## src/verilog/ledc_pkg.sv

```systemverilog
// package of shared constants and types for the led driver control block
// assumes a single 125 MHz clock and a write port fed by a serial engine

package ledc_pkg;

    // ------------------------------------------------------------------
    // widths and structure
    // ------------------------------------------------------------------
    localparam int          LVL_W       = 6;     // 64 brightness codes
    localparam int          CUR_W       = 11;    // relative current word
    localparam int          MAIN_BASE   = 2;     // fixed main group outputs
    localparam int          SYNC_STAGES = 3;

    // ------------------------------------------------------------------
    // write port selectors and field positions
    // ------------------------------------------------------------------
    localparam logic [1:0]  SEL_GP      = 2'h0;  // general purpose reg
    localparam logic [1:0]  SEL_GROUP   = 2'h1;  // main group membership
    localparam logic [1:0]  SEL_BRIGHT  = 2'h2;  // per-channel brightness
    localparam int          GP_MODE_BIT = 7;     // pin as dimming input
    localparam int          GP_MAIN_EN  = 0;     // main group enable

    // ------------------------------------------------------------------
    // values after reset
    // ------------------------------------------------------------------
    localparam logic [7:0]  GP_RST      = 8'h00;
    localparam logic [7:0]  GROUP_RST   = 8'h00;
    localparam logic [5:0]  BRIGHT_RST  = 6'h00;

    // ------------------------------------------------------------------
    // types
    // ------------------------------------------------------------------
    typedef struct packed {
        logic       valid;   // one-cycle write strobe
        logic [1:0] sel;     // which register
        logic [2:0] chan;    // brightness channel
        logic [7:0] data;    // write data
    } ledc_wr_t;

    typedef enum logic [1:0] {
        CP_1X  = 2'b01,
        CP_15X = 2'b10
    } ledc_cp_t;

endpackage

```

## src/verilog/ledc_ctrl.sv

```systemverilog
// control logic of a six-output led driver: pin duty, grouping,
// logarithmic brightness and charge pump gain selection
// assumes writes arrive decoded from the serial engine on mclk;
// pin and comparator inputs are asynchronous

`timescale 1ns/1ps

module ledc_ctrl #(
    parameter int NUM_OUT = 6
) (
    input  wire logic                              mclk,
    input  wire logic                              srst,
    input  wire logic                              en_pwm_pin,
    input  wire logic                              cath_low,
    input  wire logic                              cath_high,
    input  wire ledc_pkg::ledc_wr_t                wr,
    output logic                                   serial_en_q,
    output logic                                   dim_mode_q,
    output logic [NUM_OUT-1:0]                     led_on_q,
    output logic [NUM_OUT-1:0][ledc_pkg::CUR_W-1:0] led_cur_q,
    output logic                                   cp_15x_q
);

    localparam int NCH = NUM_OUT - 1;

    // ------------------------------------------------------------------
    // elaboration check
    // ------------------------------------------------------------------
    if (NUM_OUT < 3 || NUM_OUT > 7) begin : g_bad
        $error("ledc_ctrl: NUM_OUT must lie in 3..7");
    end

    // ------------------------------------------------------------------
    // input synchronisers
    // ------------------------------------------------------------------
    logic [2:0] s1_q;
    logic [2:0] s2_q;
    logic [2:0] s3_q;
    logic [2:0] lvl_q;
    logic [2:0] lvl_d;

    // a level moves once the second and third stages agree
    always_comb begin
        lvl_d = (s2_q & s3_q) | (lvl_q & (s2_q | s3_q));
    end

    // only the second stage reads the first; srst alone clears them
    always_ff @(posedge mclk) begin
        if (srst) begin
            s1_q  <= 3'h0;
            s2_q  <= 3'h0;
            s3_q  <= 3'h0;
            lvl_q <= 3'h0;
        end else begin
            s1_q  <= {cath_high, cath_low, en_pwm_pin};
            s2_q  <= s1_q;
            s3_q  <= s2_q;
            lvl_q <= lvl_d;
        end
    end

    logic pin_q;
    logic low_q;
    logic high_q;
    assign pin_q  = lvl_q[0];
    assign low_q  = lvl_q[1];
    assign high_q = lvl_q[2];

    // ------------------------------------------------------------------
    // internal reset
    // ------------------------------------------------------------------
    logic gp_mode;
    logic rst_int;
    // a low pin only resets while it serves as enable
    assign rst_int = srst | (~gp_mode & ~pin_q);

    // ------------------------------------------------------------------
    // control registers
    // ------------------------------------------------------------------
    logic [7:0]            gp_q;
    logic [7:0]            gp_d;
    logic [7:0]            grp_q;
    logic [7:0]            grp_d;
    logic [ledc_pkg::LVL_W-1:0] bri_q [NCH];
    logic [ledc_pkg::LVL_W-1:0] bri_d [NCH];
    assign gp_mode = gp_q[ledc_pkg::GP_MODE_BIT];

    // register writes, accepted regardless of led state
    always_comb begin
        gp_d  = gp_q;
        grp_d = grp_q;
        for (int c = 0; c < NCH; c++) begin
            bri_d[c] = bri_q[c];
        end
        if (wr.valid) begin
            case (wr.sel)
                ledc_pkg::SEL_GP:    gp_d  = wr.data;
                ledc_pkg::SEL_GROUP: grp_d = wr.data;
                ledc_pkg::SEL_BRIGHT: begin
                    for (int c = 0; c < NCH; c++) begin
                        if (int'(wr.chan) == c) begin
                            bri_d[c] = wr.data[ledc_pkg::LVL_W-1:0];
                        end
                    end
                end
                default: gp_d = gp_q;
            endcase
        end
    end

    // registers return to defaults under the internal reset
    always_ff @(posedge mclk) begin
        if (rst_int) begin
            gp_q  <= ledc_pkg::GP_RST;
            grp_q <= ledc_pkg::GROUP_RST;
            for (int c = 0; c < NCH; c++) begin
                bri_q[c] <= ledc_pkg::BRIGHT_RST;
            end
        end else begin
            gp_q  <= gp_d;
            grp_q <= grp_d;
            for (int c = 0; c < NCH; c++) begin
                bri_q[c] <= bri_d[c];
            end
        end
    end

    // ------------------------------------------------------------------
    // brightness decode
    // ------------------------------------------------------------------
    // mantissa 8..15 shifted by code[5:3] octaves: equal steps within an octave
    function automatic logic [ledc_pkg::CUR_W-1:0] lvl2cur(
        input logic [ledc_pkg::LVL_W-1:0] code
    );
        logic [ledc_pkg::CUR_W-1:0] m;
        m = {7'h00, 1'b1, code[2:0]};
        return m << code[5:3];
    endfunction

    // ------------------------------------------------------------------
    // led outputs
    // ------------------------------------------------------------------
    logic [NUM_OUT-1:0]                      on_d;
    logic [NUM_OUT-1:0][ledc_pkg::CUR_W-1:0] cur_d;
    logic [NUM_OUT-1:0]                      in_main;

    // grouping, enables and main group gating by the dimming pin
    always_comb begin
        for (int i = 0; i < NUM_OUT; i++) begin
            in_main[i] = (i < ledc_pkg::MAIN_BASE) || grp_q[i];
            if (in_main[i]) begin
                on_d[i]  = gp_q[ledc_pkg::GP_MAIN_EN];
                cur_d[i] = lvl2cur(bri_q[0]);
            end else begin
                on_d[i]  = gp_q[i-1];
                cur_d[i] = lvl2cur(bri_q[i-1]);
            end
            // current follows pin: average is level times duty
            if (in_main[i] && gp_mode && !pin_q) begin
                on_d[i] = 1'b0;
            end
            if (!on_d[i]) begin
                cur_d[i] = '0;
            end
        end
    end

    always_ff @(posedge mclk) begin
        if (rst_int) begin
            led_on_q    <= '0;
            led_cur_q   <= '0;
            serial_en_q <= 1'b0;
            dim_mode_q  <= 1'b0;
        end else begin
            led_on_q    <= on_d;
            led_cur_q   <= cur_d;
            serial_en_q <= 1'b1;
            dim_mode_q  <= gp_mode;
        end
    end

    // ------------------------------------------------------------------
    // charge pump gain
    // ------------------------------------------------------------------
    ledc_pkg::ledc_cp_t cp_q;
    ledc_pkg::ledc_cp_t cp_d;

    always_comb begin
        case (cp_q)
            ledc_pkg::CP_1X: begin
                cp_d = (low_q && |led_on_q) ? ledc_pkg::CP_15X
                                            : ledc_pkg::CP_1X;
            end
            ledc_pkg::CP_15X: begin
                cp_d = (high_q && !low_q) ? ledc_pkg::CP_1X
                                          : ledc_pkg::CP_15X;
            end
            default: cp_d = ledc_pkg::CP_1X;
        endcase
    end

    always_ff @(posedge mclk) begin
        if (rst_int) begin
            cp_q     <= ledc_pkg::CP_1X;
            cp_15x_q <= 1'b0;
        end else begin
            cp_q     <= cp_d;
            cp_15x_q <= (cp_d == ledc_pkg::CP_15X);
        end
    end

    // ------------------------------------------------------------------
    // assertions
    // ------------------------------------------------------------------
    property p_enable_runs;
        @(posedge mclk) disable iff (srst)
        (!gp_mode && pin_q) |=> serial_en_q;
    endproperty
    a_enable_runs: assert property (p_enable_runs)
        else $error("serial port not enabled with pin high");
    property p_low_pin_reset;
        @(posedge mclk) disable iff (srst)
        (!gp_mode && !pin_q) |=> (!serial_en_q && led_on_q == '0 && !cp_15x_q);
    endproperty
    a_low_pin_reset: assert property (p_low_pin_reset)
        else $error("device active while enable pin low");
    property p_mode_set;
        @(posedge mclk) disable iff (rst_int)
        (wr.valid && wr.sel == ledc_pkg::SEL_GP
         && wr.data[ledc_pkg::GP_MODE_BIT]) |=> ##1 dim_mode_q;
    endproperty
    a_mode_set: assert property (p_mode_set)
        else $error("mode bit write did not enter dimming duty");
    property p_defaults;
        @(posedge mclk) disable iff (srst)
        (!gp_mode && !pin_q) |=> (gp_q == ledc_pkg::GP_RST
                                  && grp_q == ledc_pkg::GROUP_RST);
    endproperty
    a_defaults: assert property (p_defaults)
        else $error("registers not at default after enable low");
    property p_dim_gate;
        @(posedge mclk) disable iff (srst)
        (gp_mode && !pin_q) |=> (led_on_q[1:0] == 2'h0);
    endproperty
    a_dim_gate: assert property (p_dim_gate)
        else $error("main group on while dimming pin low");
    // a write that hands back enable duty may reset the outputs on the second edge after it
    property p_dim_no_reset;
        @(posedge mclk) disable iff (srst)
        (gp_mode && !pin_q && !(wr.valid && wr.sel == ledc_pkg::SEL_GP
         && !wr.data[ledc_pkg::GP_MODE_BIT]))
        |=> (serial_en_q && dim_mode_q)[*2];
    endproperty
    a_dim_no_reset: assert property (p_dim_no_reset)
        else $error("low dimming pin reset the device");
    property p_pump_up;
        @(posedge mclk) disable iff (rst_int)
        (cp_q == ledc_pkg::CP_1X && low_q && |led_on_q) |=> cp_15x_q;
    endproperty
    a_pump_up: assert property (p_pump_up)
        else $error("pump stayed in 1x with low cathode");
    property p_pump_down;
        @(posedge mclk) disable iff (rst_int)
        (cp_q == ledc_pkg::CP_15X && high_q && !low_q) |=> !cp_15x_q;
    endproperty
    a_pump_down: assert property (p_pump_down)
        else $error("pump stayed in 1.5x with high cathode");
    property p_log_level;
        @(posedge mclk) disable iff (rst_int)
        led_on_q[0] |-> led_cur_q[0] == lvl2cur($past(bri_q[0]));
    endproperty
    a_log_level: assert property (p_log_level)
        else $error("main group current does not match level code");
    property p_default_group;
        @(posedge mclk) disable iff (rst_int)
        (grp_q == 8'h00 && gp_q[1]) |=> led_on_q[2];
    endproperty
    a_default_group: assert property (p_default_group)
        else $error("single channel not driven by its own enable");

endmodule

```

## config.mk

```make
export PLATFORM = sky130hd
export DESIGN_NAME = ledc_ctrl
export DESIGN_NICKNAME = d
export VERILOG_FILES = /design/src/verilog/ledc_pkg.sv /design/src/verilog/ledc_ctrl.sv
export SDC_FILE = /design/constraint.sdc
export NUM_CORES = 1
export LEC_CHECK = 0
export BUFFER_PORTS_ARGS = -buffer_cell sky130_fd_sc_hd__buf_2
export CAP_MARGIN = 20
export CORE_UTILIZATION = 40
export CTS_BUF_LIST = sky130_fd_sc_hd__clkbuf_8
export DETAILED_ROUTE_END_ITERATION = 16
export PLACE_DENSITY = 0.67
export SLEW_MARGIN = 20
export SYNTH_ARGS = -nofsm -noshare
export SYNTH_HDL_FRONTEND = slang
export SYNTH_SLANG_ARGS = --single-unit
```

## constraint.sdc

```tcl
create_clock -name mclk -period 2 [get_ports mclk]
set_input_delay 0.4 -clock mclk [delete_from_list [all_inputs] [get_ports mclk]]
set_output_delay 0.4 -clock mclk [all_outputs]
set_load 0.005 [all_outputs]
```

# == Word level (Yosys, flattened, before mapping) ==
# Memories as Yosys holds them, arrays and structs flattened.
# Index checks and enable logic that the tools add are counted.
# totals
regBits,92
ram_bits,30
input_bits,19
out_inout_bits,75
mem_count,1
# memory_table
memory,words,width,read_ports,rd_ports_with_merged_regs,wr,line,rtl
bri_q,5,6,5,0,5,ledc_ctrl.sv:84,logic [ledc_pkg::LVL_W-1:0] bri_q [NCH];
# classes
n_eq_ne,9
shifts,5
n_mux,31
bitwise,18
reduce_logical,23
# ops
op,n
$mux W30,2
$mux W6,10
$shl A4 B3 Y11,5
$mux W11,4
$mux W1,12
$logic_and A1 B1 Y1,11
$reduce_or A2 Y1,5
$eq A3 B3 Y1 const B,3
$not A1 Y1,7
$and A3 B3 Y3,2
$eq A2 B2 Y1 const B,3
$or A1 B1 Y1,6
$or A3 B3 Y3,2
$reduce_or A6 Y1,1
$eq A2 B1 Y1 const B,2
$mux W2,2
$pmux W2 S2,1
$reduce_and A2 Y1,2
$eq A3 B2 Y1 const B,1
$logic_not A3 Y1,1
$logic_not A1 Y1,2
$logic_not A2 Y1,1
$and A1 B1 Y1,1

# == Depth between registers and ports, before layout ==
# depth
ltp_word,6
ltp_mapped,7
depth_no_buf,5

# == Least setup slack after synthesis ==
# Ideal clock, no wire load.
# synth_path
kind,input to register
from,input wr[8] (netlist name)
to,memory bri_q[0][17] (netlist name)
setup_ns,0.117
arrival_time_ns,1.343
required_time_ns,1.883
slack_ns,0.540
stages,5
path_cell_list,nor4b_4 and3_1 buf_6 mux2i_1 nor2_1
# synth_rtl
item,line,rtl
"start, declared",ledc_ctrl.sv:16,"input wire ledc_pkg::ledc_wr_t wr,"
"end, declared",ledc_ctrl.sv:84,

==> results by group <==
Status
  – Status: finished clean

STA
  – Fin. Hold Viols: 0
  – Fin. max-slew vios: 0
  – Max Clock Freq: approximately 550 MHz
  – Measured slew at the worst slew-check pin: around 0.58 ns
  – Setup tns final: 0 ns
  – Period minus WS final: 1.804 ns
  – Final period utilization: about 90%
  – RSZ-0062 raised after global routing: false
  – Fin worst setup slack: about 0.20 ns
  – Clock skew after layout: approximately 0.0085 ns
  – Final setup fails: 0
  – Slew margin rel.: between 60 and 70%

Detailed routing
  – Remaining routing DRC violations: 0
  – Met2 routed WL: 6.156 mm
  – Uppermost routed layer: met4
  – Avg Vias per Cell: about 5.3
  – TritonRoute pass-1 iters: 4
  – Drt wl/cell: about 17 um
  – Routed length on met3: 756 um
  – WL final: approximately 13 mm
  – Initial DRC count: around 210
  – Routed metal-1 wirelength: roughly 5.6 mm
  – Antenna Nets Post-Route: 0
  – Via count: approximately 4100

Worst setup path
  – Setup crit end kind: flip-flop
  – WP data arrival: between 2 and 2.5 ns
  – Max FO, Critical Path: 13
  – CP Data Required Time: around 2.3 ns
  – Startpoint types: flip-flop
  – Reg2Reg Depth: 4
  – WS Path Type: flip-flop to flip-flop

Global route
  – First-pass GRT wire length: a little under 20 mm
  – All-Layer GR Usage: 20.70%
  – Vias in the first global route: between 3000 and 4000
  – Antenna violations before repair: 0
  – Largest net degree at the start of global routing: 42
  – GRT overflow: 0

Finish
  – Post-layout nets: 632
  – Area added between synthesis and finish: 20.37%
  – Fillers: around 1100
  – Fin area: 0.005923 mm^2
  – Multi-input gate area: between 0.002 and 0.0025 mm^2
  – Register area: 0.002342 mm^2
  – Diodes inserted: 0
  – Final non-filler cell total: 771
  – Layout cells sized above 1: a little over a quarter

Synthesis
  – Mapped Cells: about 520
  – Yosys Warn Count: 0
  – Avg Cell Area, Syn: between 9 and 10 um^2
  – Synth top cells by count: 117 x dfxtp_1, 80 x nor2_1, 44 x mux2i_1, 28 x a21oi_1, 23 x nand2_1
  – Synth area leaders: dfxtp_1 48%, mux2i_1 8.9%, nor2_1 6.1%, a21oi_1 2.8%, buf_4 2.6%
  – Asr flop ratio synth: 0%
  – Top-area cell type share of the netlist area: 47.60%
  – Seq/Total Area, Yosys: roughly 48%
  – Post-synth EDFFs: 0
  – Netlist cell types: 48
  – Count leader, synth: dfxtp_1
  – Cell taking the most area after synthesis: dfxtp_1
  – Synth Cell Area: 0.004921 mm^2
  – Seq cells post-synth: 117
  – Leading register cell type out of synthesis: dfxtp_1
  – Post-Syn Nets: about 550

Clock tree
  – H-tree Lvls: 4
  – Post-CTS Setup Inserts: 0
  – Hold buffers post-CTS: 0
  – Post-CTS Resized: 0
  – Clock transition at the registers of the reported paths: roughly 0.070 ns
  – Maximum buffer depth of the clock tree: 2
  – TritonCTS Buffers: 17
  – CTS sink count: ~120
  – Clock root buffer: clkbuf_8
  – CTS tree: yes
  – Worst-Skew Late Latency: approximately 0.45 ns

Run
  – Max_cap viols: 0

Power and ir drop
  – Max VDD drop: around 0.41 mV
  – Static leakage: roughly 2.4 nW
  – Cell Pwr Density: about 800 mW/mm^2

Die
  – Core outline area: about 0.012 mm^2
  – DIE AREA: between 0.01 and 0.015 mm^2
  – Die height: approximately 110 um
  – Io pins: 94
  – Num rows: 40
  – Die width: 112.9 um
  – Initial Utilization: 40.97%

Place
  – Post-DP Area: around 0.0055 mm^2
  – Placed Cells: about 740
  – Dpl hpwl: 8.978 mm
  – Pre-CTS setup slack: ~0.25 ns
  – GPL Wtd Cong: just under 0.9
  – Port Buf Inserts: about 90

Worst hold path
  – Hold Path Stages: 2
  – Hold/Removal Path Class: input port to flip-flop
-- metrics by stage --
stage / utilization, % / hold WS, ns / power (W)
floorplan: - / 0.4138 / 0.002429
global route: 49.31 / 0.1644 / 0.004950
finish: 49.31 / 0.1629 / 0.004799
CTS: 49.31 / 0.1514 / 0.004835
global placement: 45.68 / 0.4174 / 0.002479
detailed placement: 45.68 / 0.4249 / 0.002482
-- power by group --
part | switching (W) | total [W] | internal, W
registers | 0.00000297 | 0.00234 | 0.00234
clock network | 0.000933 | 0.00237 | 0.00144
logic | 0.0000542 | 0.0000899 | 0.0000358
total | 0.000990 | 0.00480 | 0.00381
-- flip-flops by register name (all words and copies together), names as in the netlist --
signal and count:
bri_q 30, grp_q 4, led_cur_q 55, gp_q 6, s2_q 3, lvl_q 3, led_on_q 5, serial_en_q 1
dim_mode_q 1, cp_15x_q 1, s1_q 3, cp_q 2, s3_q 3
-- layer usage --
metal  vias to the layer above  global-route usage, %
li1                       2014                      -
met1                      1941                  25.19
met2                       143                  34.53
met3                        25                  5.356
met4                         0                  9.298
met5                         -                      0
-- area by class of cell --
type                    count  share of cell area (%)
clock inverters            12                   2.725
clock buffers              20                   4.647
well taps                 147                   3.105
flip-flops and latches    117                   39.54
multi-input cells         337                   37.56
repair buffers            116                   11.03
inverters                  22                   1.394
-- worst paths after layout --
path,startpoint,end,slack (ns)
worst max register to register,bri_q[0][4],led_cur_q[29],0.20
worst min register to register,s1_q[2],s2_q[2],0.44
worst max-delay path,bri_q[0][4],led_cur_q[29],0.20
worst min-delay path,cath_low,s1_q[1],0.16
-- cell families after synthesis --
| family | share of synthesized area [%] |
|---|---|
| AO/OA/AOI/OAI | 16.12 |
| adder cells (fa/ha/maj) | 0.5084 |
| buffers and inverters | 7.196 |
| flip-flops | 47.60 |
| multiplexers | 9.179 |
| AND/OR/NAND/NOR | 19.40 |
-- cell usage in the layout, fill, tap and decap left out, types with 10 or more instances in the layout --
master and count:
nor3b_1 12, mux2i_1 44, a32oi_1 14, nand3b_1 13
buf_2 92, o21ai_0 10, nor2b_1 15, nand3_1 11
a21oi_1 28, a22oi_1 12, inv_1 20, nor2_1 80
clkbuf_8 20, dfxtp_1 117, buf_4 23, nand2_1 23
-- worst max-delay path, cell delays in order (launching register included) --
cell	delay [ns]
dfxtp_1	0.60
mux2i_1	0.38
a21oi_1	0.17
and2_1	0.30
a32o_1	0.24
Power figures use the tool's default switching activity.
